File: src/core/bus_unit_pkg.sv
// Purpose: shared constants of the bus unit acknowledge and control decoder
// Assumes: 12-bit unit addresses, 4-bit control codes, 8-bit length and data fields
// Notes:   field kind codes are the encoding of the FIELD_KIND port
package bus_unit_pkg;

    // ==================================================================
    // field kinds reported by the bit layer
    localparam logic [2:0] KIND_MASTER_ADDR = 3'h0;
    localparam logic [2:0] KIND_SLAVE_ADDR  = 3'h1;
    localparam logic [2:0] KIND_CONTROL     = 3'h2;
    localparam logic [2:0] KIND_LENGTH      = 3'h3;
    localparam logic [2:0] KIND_DATA        = 3'h4;

    // ==================================================================
    // control codes
    localparam logic [3:0] CODE_STATUS        = 4'h0;
    localparam logic [3:0] CODE_READ_LOCK     = 4'h3;
    localparam logic [3:0] CODE_LOCK_ADDR_LO  = 4'h4;
    localparam logic [3:0] CODE_LOCK_ADDR_HI  = 4'h5;
    localparam logic [3:0] CODE_STATUS_UNLOCK = 4'h6;
    localparam logic [3:0] CODE_READ          = 4'h7;
    localparam logic [3:0] CODE_CMD_LOCK      = 4'hA;
    localparam logic [3:0] CODE_WRITE_LOCK    = 4'hB;
    localparam logic [3:0] CODE_CMD           = 4'hE;
    localparam logic [3:0] CODE_WRITE         = 4'hF;
    localparam int         CODE_DIR_BIT       = 3;

    // ==================================================================
    // addresses and lengths
    localparam logic [11:0] GENERAL_BCAST_ADDR = 12'hFFF;
    localparam logic [8:0]  LENGTH_ZERO_MEANS  = 9'h100;

    // ==================================================================
    // slave status byte layout
    localparam int         STAT_TX_NOT_EMPTY = 0;
    localparam int         STAT_RX_NOT_EMPTY = 1;
    localparam int         STAT_LOCKED       = 2;
    localparam int         STAT_TX_ENABLED   = 4;
    localparam logic [1:0] STAT_SPEED_MODE   = 2'h2;
    localparam logic [7:0] STATUS_RESET      = 8'h80;

endpackage

File: src/core/lock_tracker.sv
// Purpose: holds the lock state of the unit and the address of the lock owner
// Assumes: set and clear are one-cycle pulses from the frame-end decision
// Notes:   set wins when both arrive together
`timescale 1ns/1ps
`default_nettype none
module lock_tracker (
    input  wire logic        clk,
    input  wire logic        rst,
    input  wire logic        lock_set,
    input  wire logic        lock_clear,
    input  wire logic [11:0] owner_in,
    output logic             locked,
    output logic      [11:0] owner
);

    // ==================================================================
    // lock flag
    always_ff @(posedge clk) begin
        if (rst) begin
            locked <= 1'b0;
        end else if (lock_set) begin
            locked <= 1'b1;
        end else if (lock_clear) begin
            locked <= 1'b0;
        end
    end

    // ==================================================================
    // owner address, kept after unlock so a late read shows the last owner
    always_ff @(posedge clk) begin
        if (rst) begin
            owner <= 12'h000;
        end else if (lock_set) begin
            owner <= owner_in;
        end
    end
endmodule
`default_nettype wire

File: src/core/bus_unit_ack_and_control_decoder.sv
// Purpose: field checking, acknowledge decision and control decoding of a bus unit
// Assumes: the bit layer reports each received field once, with its parity bit
// Notes:   ACK_BIT 0 is acknowledge, 1 is no acknowledge
//
// Overview of operation
// - even parity bit is one for odd ones
// - parity checked per address, control, length, data
// - acknowledge zero means recognized, one means refused
// - broadcast transfers drive no acknowledge
// - slave address refused on parity, timing, mismatch
// - control refused on parity or timing error
// - write refused while receive buffer busy
// - data read refused when transmit buffer empty
// - locked unit refuses foreign masters except 0,4,5
// - low lock address read (code 4) refused when unlocked
// - undefined control codes never acknowledged
// - length refused on parity or timing error
// - data refused on parity, timing, full buffer
// - refused byte resent until accepted
// - control bit 3 sets data direction
// - defined control codes decoded to functions
// - status bits show buffers and lock
// - status bits 3,5 zero, bit 4 configured
// - status speed bits fixed at 10
// - status taken from last communication outcome
// - lock address returned low byte, high nibble
// - buffers valid only when their flags set
// - lock on early end after length acknowledge
// - unlock when full count done in frame
// - control field four bits, parity, acknowledge
`timescale 1ns/1ps
`default_nettype none
module bus_unit_ack_and_control_decoder (
    input  wire logic        CLK,
    input  wire logic        RST,
    input  wire logic        FIELD_VALID,
    input  wire logic [2:0]  FIELD_KIND,
    input  wire logic [11:0] FIELD_BITS,
    input  wire logic        FIELD_PARITY,
    input  wire logic        TIMING_ERR,
    input  wire logic        BROADCAST,
    input  wire logic        FRAME_END,
    input  wire logic        READ_BYTE_ACKED,
    input  wire logic [11:0] UNIT_ADDR,
    input  wire logic        SLAVE_TX_REQUEST,
    input  wire logic        SLAVE_RX_ENABLE,
    input  wire logic        SLAVE_TX_ENABLE_CFG,
    input  wire logic        TX_FIFO_EMPTY,
    input  wire logic [7:0]  TX_FIFO_DATA,
    input  wire logic        RX_FIFO_EMPTY,
    input  wire logic        RX_FIFO_FULL,
    input  wire logic [11:0] PAR_IN,
    output logic             PAR_OUT,
    output logic             ACK_VALID,
    output logic             ACK_BIT,
    output logic             STOP,
    output logic [3:0]       CMD_CODE,
    output logic             DIR_TO_SLAVE,
    output logic [7:0]       REPLY_BYTE,
    output logic [7:0]       RX_DATA,
    output logic             RX_PUSH,
    output logic             TX_POP,
    output logic [7:0]       STATUS_BYTE,
    output logic             LOCKED,
    output logic [11:0]      LOCK_OWNER
);

    typedef enum logic [2:0] {ST_IDLE, ST_SLAVE, ST_CTRL, ST_LEN, ST_DATA} state_t;

    // ==================================================================
    // helpers
    function automatic logic parity_of(input logic [11:0] bits);
        parity_of = ^bits;
    endfunction

    function automatic logic code_defined(input logic [3:0] c);
        code_defined = !(c == 4'h1 || c == 4'h2 || c == 4'h8 || c == 4'h9 ||
                         c == 4'hC || c == 4'hD);
    endfunction

    function automatic logic code_data_read(input logic [3:0] c);
        code_data_read = (c == bus_unit_pkg::CODE_READ_LOCK) || (c == bus_unit_pkg::CODE_READ);
    endfunction

    function automatic logic code_locking(input logic [3:0] c);
        code_locking = (c == bus_unit_pkg::CODE_READ_LOCK) ||
                       (c == bus_unit_pkg::CODE_CMD_LOCK) ||
                       (c == bus_unit_pkg::CODE_WRITE_LOCK);
    endfunction

    function automatic logic code_lock_exempt(input logic [3:0] c);
        code_lock_exempt = (c == bus_unit_pkg::CODE_STATUS) ||
                           (c == bus_unit_pkg::CODE_LOCK_ADDR_LO) ||
                           (c == bus_unit_pkg::CODE_LOCK_ADDR_HI);
    endfunction

    state_t      state_r;
    state_t      state_nxt;
    logic [11:0] master_r;
    logic        mpar_ok_r;
    logic        terr_r;
    logic [3:0]  code_r;
    logic [8:0]  len_r;
    logic [8:0]  count_r;
    logic        len_acked_r;
    logic        bcast_r;
    logic        par_bad;
    logic        terr_now;
    logic        addr_match;
    logic        tx_buf_empty;
    logic        rx_buf_busy;
    logic        field_nak;
    logic        answers;
    logic        stops;
    logic        byte_ok;
    logic        done;
    logic        lock_set;
    logic        lock_clear;
    logic [3:0]  ctl;
    logic [7:0]  live_status;

    assign ctl      = FIELD_BITS[3:0];
    assign par_bad  = parity_of(FIELD_BITS) != FIELD_PARITY;
    assign terr_now = terr_r || TIMING_ERR;
    assign done     = (count_r == len_r);
    assign addr_match = (FIELD_BITS == UNIT_ADDR) ||
                        (BROADCAST && (FIELD_BITS == bus_unit_pkg::GENERAL_BCAST_ADDR ||
                                       FIELD_BITS[11:8] == UNIT_ADDR[11:8]));
    // a buffer whose flag is off counts as unavailable
    assign tx_buf_empty = !SLAVE_TX_REQUEST || TX_FIFO_EMPTY;
    assign rx_buf_busy  = !SLAVE_RX_ENABLE || !RX_FIFO_EMPTY;

    // ==================================================================
    // per-field decision
    always_comb begin
        field_nak = 1'b0;
        answers   = 1'b0;
        stops     = 1'b0;
        byte_ok   = 1'b0;
        state_nxt = state_r;
        case (state_r)
            ST_IDLE: begin
                if (FIELD_VALID && FIELD_KIND == bus_unit_pkg::KIND_MASTER_ADDR) begin
                    state_nxt = ST_SLAVE;
                end
            end
            ST_SLAVE: begin
                if (FIELD_VALID && FIELD_KIND == bus_unit_pkg::KIND_SLAVE_ADDR) begin
                    answers   = 1'b1;
                    field_nak = !mpar_ok_r || par_bad || terr_now || !addr_match;
                    stops     = field_nak;
                    state_nxt = field_nak ? ST_IDLE : ST_CTRL;
                end
            end
            ST_CTRL: begin
                if (FIELD_VALID && FIELD_KIND == bus_unit_pkg::KIND_CONTROL) begin
                    answers   = 1'b1;
                    field_nak = par_bad || terr_now
                             || !code_defined(ctl)
                             || (ctl[bus_unit_pkg::CODE_DIR_BIT] && rx_buf_busy)
                             || (code_data_read(ctl) && tx_buf_empty)
                             || (LOCKED && master_r != LOCK_OWNER &&
                                 !code_lock_exempt(ctl))
                             || (ctl == bus_unit_pkg::CODE_LOCK_ADDR_LO && !LOCKED);
                    stops     = field_nak;
                    state_nxt = field_nak ? ST_IDLE : ST_LEN;
                end
            end
            ST_LEN: begin
                if (FIELD_VALID && FIELD_KIND == bus_unit_pkg::KIND_LENGTH) begin
                    // in reads we send the length and the master answers it
                    answers   = code_r[bus_unit_pkg::CODE_DIR_BIT];
                    field_nak = answers && (par_bad || terr_now);
                    stops     = field_nak;
                    state_nxt = field_nak ? ST_IDLE : ST_DATA;
                end
            end
            ST_DATA: begin
                if (FIELD_VALID && FIELD_KIND == bus_unit_pkg::KIND_DATA &&
                    code_r[bus_unit_pkg::CODE_DIR_BIT] && !done) begin
                    answers   = 1'b1;
                    // no stop: the sender retries the same byte
                    field_nak = par_bad || terr_now || RX_FIFO_FULL;
                    byte_ok   = !field_nak;
                end
            end
            default: state_nxt = ST_IDLE;
        endcase
        if (FRAME_END) begin
            state_nxt = ST_IDLE;
        end
    end

    // ==================================================================
    // frame state
    always_ff @(posedge CLK) begin
        if (RST) begin
            state_r <= ST_IDLE;
        end else begin
            state_r <= state_nxt;
        end
    end

    always_ff @(posedge CLK) begin
        if (RST) begin
            master_r  <= 12'h000;
            mpar_ok_r <= 1'b0;
            bcast_r   <= 1'b0;
        end else if (state_r == ST_IDLE && FIELD_VALID &&
                     FIELD_KIND == bus_unit_pkg::KIND_MASTER_ADDR) begin
            master_r  <= FIELD_BITS;
            mpar_ok_r <= !par_bad;
            bcast_r   <= BROADCAST;
        end
    end

    // timing errors since the previous acknowledge; a new error beats the clear
    always_ff @(posedge CLK) begin
        if (RST) begin
            terr_r <= 1'b0;
        end else if (TIMING_ERR) begin
            terr_r <= 1'b1;
        end else if (answers || FRAME_END) begin
            terr_r <= 1'b0;
        end
    end

    always_ff @(posedge CLK) begin
        if (RST) begin
            code_r <= bus_unit_pkg::CODE_STATUS;
        end else if (state_r == ST_CTRL && answers && !field_nak) begin
            code_r <= ctl;
        end
    end

    always_ff @(posedge CLK) begin
        if (RST) begin
            len_r       <= 9'h000;
            len_acked_r <= 1'b0;
        end else if (state_r == ST_LEN && FIELD_VALID &&
                     FIELD_KIND == bus_unit_pkg::KIND_LENGTH && !field_nak) begin
            len_r       <= (FIELD_BITS[7:0] == 8'h00) ? bus_unit_pkg::LENGTH_ZERO_MEANS
                                                      : {1'b0, FIELD_BITS[7:0]};
            len_acked_r <= 1'b1;
        end else if (FRAME_END || state_r == ST_IDLE) begin
            len_acked_r <= 1'b0;
        end
    end

    always_ff @(posedge CLK) begin
        if (RST || state_r != ST_DATA) begin
            count_r <= 9'h000;
        end else if (byte_ok || (READ_BYTE_ACKED && !done)) begin
            count_r <= count_r + 9'h001;
        end
    end

    // ==================================================================
    // acknowledge and data outputs
    always_ff @(posedge CLK) begin
        if (RST) begin
            ACK_VALID <= 1'b0;
            ACK_BIT   <= 1'b1;
            STOP      <= 1'b0;
        end else begin
            ACK_VALID <= answers && !BROADCAST;
            ACK_BIT   <= (answers && !BROADCAST) ? field_nak : 1'b1;
            STOP      <= stops;
        end
    end

    always_ff @(posedge CLK) begin
        if (RST) begin
            RX_PUSH <= 1'b0;
            RX_DATA <= 8'h00;
            TX_POP  <= 1'b0;
        end else begin
            RX_PUSH <= byte_ok;
            if (byte_ok) begin
                RX_DATA <= FIELD_BITS[7:0];
            end
            // the read pointer only moves on the master's acknowledge
            TX_POP  <= state_r == ST_DATA && READ_BYTE_ACKED && !done &&
                       code_data_read(code_r);
        end
    end

    always_ff @(posedge CLK) begin
        if (RST) begin
            PAR_OUT <= 1'b0;
        end else begin
            PAR_OUT <= parity_of(PAR_IN);
        end
    end

    assign CMD_CODE     = code_r;
    assign DIR_TO_SLAVE = code_r[bus_unit_pkg::CODE_DIR_BIT];

    // ==================================================================
    // lock handling, not for broadcast
    assign lock_set   = FRAME_END && !bcast_r && len_acked_r && code_locking(code_r) &&
                        !done;
    assign lock_clear = FRAME_END && !bcast_r && len_acked_r && done &&
                        (code_locking(code_r) || code_r == bus_unit_pkg::CODE_STATUS_UNLOCK);

    lock_tracker u_lock (
        .clk        (CLK),
        .rst        (RST),
        .lock_set   (lock_set),
        .lock_clear (lock_clear),
        .owner_in   (master_r),
        .locked     (LOCKED),
        .owner      (LOCK_OWNER)
    );

    // ==================================================================
    // slave status, sampled when a communication ends
    always_comb begin
        live_status = {bus_unit_pkg::STAT_SPEED_MODE, 6'h00};
        live_status[bus_unit_pkg::STAT_TX_NOT_EMPTY] = !tx_buf_empty;
        live_status[bus_unit_pkg::STAT_RX_NOT_EMPTY] = SLAVE_RX_ENABLE && !RX_FIFO_EMPTY;
        live_status[bus_unit_pkg::STAT_LOCKED]       = LOCKED;
        live_status[bus_unit_pkg::STAT_TX_ENABLED]   = SLAVE_TX_ENABLE_CFG;
    end

    // taken one cycle after the end so the lock outcome is included
    logic snap_r;
    always_ff @(posedge CLK) begin
        if (RST) begin
            snap_r      <= 1'b0;
            STATUS_BYTE <= bus_unit_pkg::STATUS_RESET;
        end else begin
            snap_r <= FRAME_END || stops;
            if (snap_r) begin
                STATUS_BYTE <= live_status;
            end
        end
    end

    always_ff @(posedge CLK) begin
        if (RST) begin
            REPLY_BYTE <= 8'h00;
        end else begin
            case (code_r)
                bus_unit_pkg::CODE_LOCK_ADDR_LO: REPLY_BYTE <= LOCK_OWNER[7:0];
                bus_unit_pkg::CODE_LOCK_ADDR_HI: REPLY_BYTE <= {4'h0, LOCK_OWNER[11:8]};
                bus_unit_pkg::CODE_READ_LOCK,
                bus_unit_pkg::CODE_READ:         REPLY_BYTE <= TX_FIFO_DATA;
                default:                         REPLY_BYTE <= STATUS_BYTE;
            endcase
        end
    end
endmodule
`default_nettype wire

File: config.mk
export PLATFORM = sky130hd
export DESIGN_NAME = bus_unit_ack_and_control_decoder
export DESIGN_NICKNAME = d
export VERILOG_FILES = /design/src/core/bus_unit_pkg.sv /design/src/core/lock_tracker.sv /design/src/core/bus_unit_ack_and_control_decoder.sv
export SDC_FILE = /design/constraint.sdc
export NUM_CORES = 1
export LEC_CHECK = 0
export ABC_AREA = 1
export BUFFER_PORTS_ARGS = -buffer_cell sky130_fd_sc_hd__buf_2
export CAP_MARGIN = 30
export CORE_MARGIN = 2
export CORE_UTILIZATION = 35
export DETAILED_ROUTE_END_ITERATION = 10
export PLACE_DENSITY = 0.59
export SLEW_MARGIN = 25
export SYNTH_ARGS = -nofsm -noshare
export SYNTH_HDL_FRONTEND = slang
export SYNTH_SLANG_ARGS = --single-unit
File: constraint.sdc
create_clock -name CLK -period 3.2 [get_ports CLK]
set_input_delay 0.96 -clock CLK [delete_from_list [all_inputs] [get_ports CLK]]
set_output_delay 0.96 -clock CLK [all_outputs]
set_load 0.01 [all_outputs]
==> Word-level counts from Yosys, hierarchy flattened <==
Cells that the tools add are included.
{ "totals": {"register_bits": 81, "in_bits": 61, "out_inout_bits": 48, "word_cells": 181} }
{ "op_classes": {"addsub": 1, "n_eq_ne": 36, "mux": 29, "bitwise_logic": 2, "n_reduce_logical": 92} }
{ "op_table": {"columns": ["cell", "count"], "rows": [
  ["$logic_and 1x1->1", 33],
  ["$logic_or 1x1->1", 32],
  ["$eq 4x3->1 const B", 7],
  ["$eq 4x4->1 const B", 6],
  ["$pmux 8 s3", 1],
  ["$reduce_xor 12->1", 2],
  ["$mux 1", 16],
  ["$mux 3", 5],
  ["$pmux 3 s5", 1],
  ["$logic_not 1->1", 14],
  ["$eq 12x12->1", 1],
  ["$eq 12x12->1 const B", 1],
  ["$eq 3x2->1 const B", 4],
  ["$eq 4x2->1 const B", 3],
  ["$ne 12x12->1", 1],
  ["$add 9x1->9 const B", 1],
  ["$eq 9x9->1", 1],
  ["$mux 9", 1],
  ["$logic_not 8->1", 1],
  ["$ne 2x2->1 const B", 4],
  ["$pmux 1 s4", 2],
  ["$eq 3x1->1 const B", 2],
  ["$eq 3x3->1 const B", 2],
  ["$logic_not 3->1", 2],
  ["other kinds (11)", 17]
]} }

==> Longest topological paths before layout <==
{ "logic_depth": {"depth_word": 16, "mapped_depth": 20, "ltp_nobuf": 19} }

==> Hierarchy <==
A second synthesis with hierarchy kept.
{ "unflattened": {"cells_unflattened": 623, "area_unflattened_um2": 4410.5} }
{ "modules_own_cells": {"columns": ["mod", "instances", "cells_per_inst", "area_per_inst_um2", "seq_area_each_um2"], "rows": [
  ["bus_unit_ack_and_control_decoder", 1, 566, 3950.0, 1361.3],
  ["lock_tracker", 1, 57, 460.4, 260.2]
]} }

==> Worst setup path before layout <==
Ideal clock, no wire load.
{ "synth_timing": {"path_kind": "input port to flip-flop", "startpoint": "input port FIELD_BITS[0]", "endpoint": "register count_r[2]", "setup_ns": 0.121, "arrival_time_ns": 2.491, "required_ns": 3.079, "slack_ns": 0.589, "path_stages": 16, "n_path_buf": 0, "cell_sequence": "inv_1 -> ha_1 -> inv_1 -> nand2_1 -> nand2_1 -> nand2_1 -> nand2_1 -> inv_2 -> nand2_2 -> nand4_1 -> nor2_2 -> inv_2 -> nand2_4 -> inv_2 -> nor3_1 -> nor3_1"} }
{ "synth_between": {"elab_chain_len": 8} }
{ "synth_lines": {"columns": ["element", "line_no", "source"], "rows": [
  ["start: declaration", "bus_unit_ack_and_control_decoder.sv:38", "input wire logic [11:0] FIELD_BITS,"],
  ["$reduce_xor 12->1", "bus_unit_ack_and_control_decoder.sv:73", "parity_of = ^bits;"],
  ["$ne 1x1->1", "bus_unit_ack_and_control_decoder.sv:123", "assign par_bad = parity_of(FIELD_BITS) != FIELD_PARITY;"],
  ["$logic_or 1x1->1 (2 in a row)", "bus_unit_ack_and_control_decoder.sv:183", "field_nak = par_bad || terr_now || RX_FIFO_FULL;"],
  ["$logic_not 1->1", "bus_unit_ack_and_control_decoder.sv:184", "byte_ok = !field_nak;"],
  ["$mux 1", "bus_unit_ack_and_control_decoder.sv:179", "if (FIELD_VALID && FIELD_KIND == bus_unit_pkg::KIND_DATA &&"],
  ["$mux 1", "bus_unit_ack_and_control_decoder.sv:141", "case (state_r)"],
  ["$logic_or 1x1->1", "bus_unit_ack_and_control_decoder.sv:253", "end else if (byte_ok || (READ_BYTE_ACKED && !done)) begin"],
  ["end signal: assignment", "bus_unit_ack_and_control_decoder.sv:254", "count_r <= count_r + 9'h001;"],
  ["end: declaration", "bus_unit_ack_and_control_decoder.sv:104", "logic [8:0] count_r;"]
]} }
Every way passes these cells.
A chain may end at the register's enable or synchronous reset.

==> Worst setup path after layout <==
{ "layout_timing": {"startpoint": "input port FIELD_BITS[1]", "endpoint": "register code_r[3], in the netlist CMD_CODE[3]"} }
{ "layout_between": {"elab_chain_len": 15, "word_cells_on_any_way": 49, "cone_classes": "eq/ne (13); mux (5); reduce/logical (31)"} }
{ "layout_lines": {"columns": ["element", "line_no", "source"], "rows": [
  ["$eq 4x1->1 / $eq 4x2->1 (equally long branches)", "bus_unit_ack_and_control_decoder.sv:77", "code_defined = !(c == 4'h1 || c == 4'h2 || c == 4'h8 || c == 4'h9 ||"],
  ["$logic_or 1x1->1 (4 in a row)", "bus_unit_ack_and_control_decoder.sv:77", null],
  ["$logic_or 1x1->1", "bus_unit_ack_and_control_decoder.sv:78", "c == 4'hC || c == 4'hD);"],
  ["$logic_or 1x1->1", "bus_unit_ack_and_control_decoder.sv:159", "|| !code_defined(ctl)"],
  ["$logic_or 1x1->1", "bus_unit_ack_and_control_decoder.sv:160", "|| (ctl[bus_unit_pkg::CODE_DIR_BIT] && rx_buf_busy)"],
  ["$logic_or 1x1->1", "bus_unit_ack_and_control_decoder.sv:161", "|| (code_data_read(ctl) && tx_buf_empty)"],
  ["$logic_or 1x1->1", "bus_unit_ack_and_control_decoder.sv:162", "|| (LOCKED && master_r != LOCK_OWNER &&"],
  ["$logic_or 1x1->1", "bus_unit_ack_and_control_decoder.sv:164", "|| (ctl == bus_unit_pkg::CODE_LOCK_ADDR_LO && !LOCKED);"],
  ["$mux 1", "bus_unit_ack_and_control_decoder.sv:156", "if (FIELD_VALID && FIELD_KIND == bus_unit_pkg::KIND_CONTROL) begin"],
  ["$pmux 1 s4 (*)", "bus_unit_ack_and_control_decoder.sv:141", null],
  ["$logic_not 1->1 (*)", "bus_unit_ack_and_control_decoder.sv:231", "end else if (state_r == ST_CTRL && answers && !field_nak) begin"],
  ["$logic_and 1x1->1 (*)", "bus_unit_ack_and_control_decoder.sv:231", null],
  ["end signal: assignment", "bus_unit_ack_and_control_decoder.sv:230", "code_r <= bus_unit_pkg::CODE_STATUS;"],
  ["end signal: assignment", "bus_unit_ack_and_control_decoder.sv:232", "code_r <= ctl;"],
  ["end: declaration", "bus_unit_ack_and_control_decoder.sv:102", "logic [3:0] code_r;"]
]} }
Every way passes the cells marked *; elsewhere a longest branch is shown, timed or not.

==> flow_summary_export.csv <==
group,metric,value,unit
global_route,grt_pass1_wl,20100,µm
global_route,grt_max_degree,49,
hold_path,min_path_type,"flip-flop to flip-flop",
route,drt-initial-drc-count,270,
global_route,antenna_found_initial,0,
route,first_pass_iters,5,
pwr,p_switching,644,µW
timing,hold_viol,0,
floorplanning,die_height,116,µm
cells_and_area,antenna_cells,0,
route,viasPerCell,4.76,
timing,slew_violations,0,
clock_tree,ctsHoldBuffers,0,
clock_tree,clk_latency,0.34,ns
yosys,synth_top_area_share,36.7,%
run,drv_cap,0,
cells_and_area,mostFrequentLayoutCells,"nand2_1 (143), buf_2 (104), inv_1 (89)",
yosys,synth-seq-cells,81,
pwr,power_frac_seq,43.2,%
critical_path,crit_path_cell_trace,"buf_2 -> inv_1 -> ha_1 -> inv_1 -> nand2_1 -> nand2_1 -> nand2_1 -> nand2_1 -> inv_2 -> nand2_2 -> nand3_4 -> nor2_4 -> nand2_1 -> nand2_1 -> nand2_2 -> nor2_4 -> buf_4 -> nand3_1 -> nand2_1 -> nor2_1",
route,routed_wl,12700,µm
route,drc,0,
timing,min_period,2.81,ns
yosys,ys_warn_count,0,
timing,slew_headroom,61.1,%
floorplanning,row_count,41,
cells_and_area,nNetsFinal,831,
yosys,synth.distinct_cells,37,
timing,fin_setup_tns,0,ns
floorplanning,fp.dieW,116,µm
route,ant_nets,0,
critical_path,cp.required,3.44,ns
clock_tree,cts-htree-levels,3,
placed_design,place.gp.congestion,0.965,
cells_and_area,seq_area,1620,µm²
clock_tree,clk_pin_slew,0.07,ns
yosys,yosysTopAreaCell,"dfxtp_1",
critical_path,worstSetupPathType,"input port to flip-flop",
timing,layout_worst_path_cycle_share,87.8,%
yosys,ys_seq_area_share,36.7,%
pwr,power_leakage,0.00255,µW
critical_path,timing.critical_path.mode_cell,"nand2_1",
route,wl_per_cell,13.6,µm
critical_path,max_stage_delay,0.30,ns
critical_path,critPathLaunchType,"input port",
clock_tree,clock-sinks,81,
floorplanning,ioPinCount,109,
floorplanning,start_util,35.5,%
yosys,synth_cells,647,
critical_path,critPathArrivalTime,3.05,ns
placed_design,portBuffers,104,
timing,clock.fmax,356,MHz
critical_path,cp-end-kind,"flip-flop",
clock_tree,ctsResizeCount,0,
cells_and_area,multiInputGateArea,2330,µm²
placed_design,dp_hpwl,9940,µm
timing,clock_skew,0.00758,ns
pwr,powerDensity,446,nW/µm²
yosys,postSynthAreaPerCell,6.84,µm²
timing,rsz0062_at_grt,"no",
clock_tree,cts_buffers,9,
cells_and_area,n_fill_cell,1306,
global_route,grt_pass1_vias,4140,
pwr,ir_drop,0.000253,V
pwr,clkPwrFrac,43.7,%
floorplanning,core,12500,µm²
global_route,overflow,0,
yosys,async_flop_share,0,%
cells_and_area,final_common_cell,"nand2_1",
timing,finalSetupViolCount,0,
clock_tree,post_cts_buffers,0,
cells_and_area,fin_cells,932,
critical_path,cp_max_fo,8,
clock_tree,cts_buffer_depth,2,
cells_and_area,syn_to_final_growth,23.1,%
clock_tree,cts_tree,"done",
critical_path,crit_slowest_cell,"ha_1",
yosys,synth_edf_count,0,
timing,holdWs,0.482,ns
yosys,synthTopCellsByArea,"dfxtp_1 (37%), nand2_1 (12%), inv_1 (7.6%)",
pwr,p_int,1780,µW
global_route,track_usage,19.1,%
pwr,switching_share,26.5,%
route,vias,4432,
floorplanning,die_area,13600,µm²
yosys,synth_ff_type,"dfxtp_1",
placed_design,place_inst,916,
outcome,status,"completed",
yosys,synthesis.area,4420,µm²
clock_tree,cts-root-buf,"clkbuf_16",
cells_and_area,drive_above_1_share,19.7,%
timing,worstMarginPinSlew,0.580,ns
pwr,combPwrFrac,13.1,%
-- area by class of cell --
type / count / area share, %
multi-input combinational: 450 / 42.8
sequential: 81 / 29.8
timing repair buffer: 115 / 11.1
inverter: 98 / 6.76
clock buffer: 10 / 4.39
tap: 172 / 3.95
clock inverter: 6 / 1.24
-- final timing paths --
check / startpoint / to / slack, ns / depth (start not counted)
setup / recovery: FIELD_BITS[1] / CMD_CODE[3] / 0.39 / 20
setup reg to reg: len_acked_r / u_lock.owner[4] / 1.16 / 8
hold / removal: len_acked_r / len_acked_r / 0.48 / 2
hold reg to reg: len_acked_r / len_acked_r / 0.48 / 2
-- sequential cells by signal (all words and copies together), names as in the netlist, 3 cells and up --
signal / cells
u_lock.owner: 12
CMD_CODE: 4
RX_DATA: 8
master_r: 12
len_r: 9
state_r: 3
count_r: 9
REPLY_BYTE: 8
STATUS_BYTE: 4
-- power by group through the flow --
stage,Combinational [µW],Sequential [µW],Clock (µW)
floorplan,201,1070,0
global route,360,1050,1120
detailed placement,317,1070,0
global placement,309,1070,0
finish,317,1050,1060
CTS,318,1050,1080
-- stage by stage --
| step | power, µW | utilization, % | cell area (µm²) | worst slack, ns |
|---|---|---|---|---|
| after global routing | 2530 | 43.7 | 5450 | 0.140 |
| after detailed placement | 1390 | 41.2 | 5140 | 0.0515 |
| after floorplan | 1270 | - | 4430 | 0.589 |
| after global placement | 1380 | 41.2 | 5140 | 0.129 |
| final | 2430 | 43.7 | 5450 | 0.392 |
| after CTS | 2450 | 43.7 | 5450 | 0.412 |
-- logic make-up (layout without fill, tap and decap cells) --
kind of cell    after synthesis  after routing  share of synthesized area [%]
simple gates                279            279                           27.1
buf+inv                     118            229                           10.8
compound gates              117            117                           14.1
flops                        81             81                           36.7
xor+xnor                     35             35                           6.93
fa+ha+maj                    15             15                           4.24
other cells                   2              4                          0.170
-- cells in the mapped netlist (3+ instances only) --
cell type,count
a21oi_1,54
dfxtp_1,81
clkbuf_1,8
nor2_1,72
nand4_1,12
ha_1,15
a31oi_1,3
buf_2,5
xor2_1,8
nor4_1,3
o21ai_0,47
inv_2,7
nand2_1,143
xnor2_1,27
nand2_2,4
inv_1,89
nor3_1,14
nand3_1,22
buf_4,6
-- worst max-delay path: cells and delay by family --
kind,cells,cell delay [ns]
simple gates,14,1.15
buf+inv,5,0.61
fa+ha+maj,1,0.30
-- per-layer routing --
layer | part of all wire [%] | GRT usage [%] | vias up
met5 | 0 | 0 | -
met2 | 44 | 30.7 | 140
li1 | - | - | 2264
met3 | 5.4 | 2.23 | 18
met4 | 2.0 | 7.38 | 0
met1 | 48 | 26.4 | 2010
No activity file was read; power rests on OpenSTA's default activity.
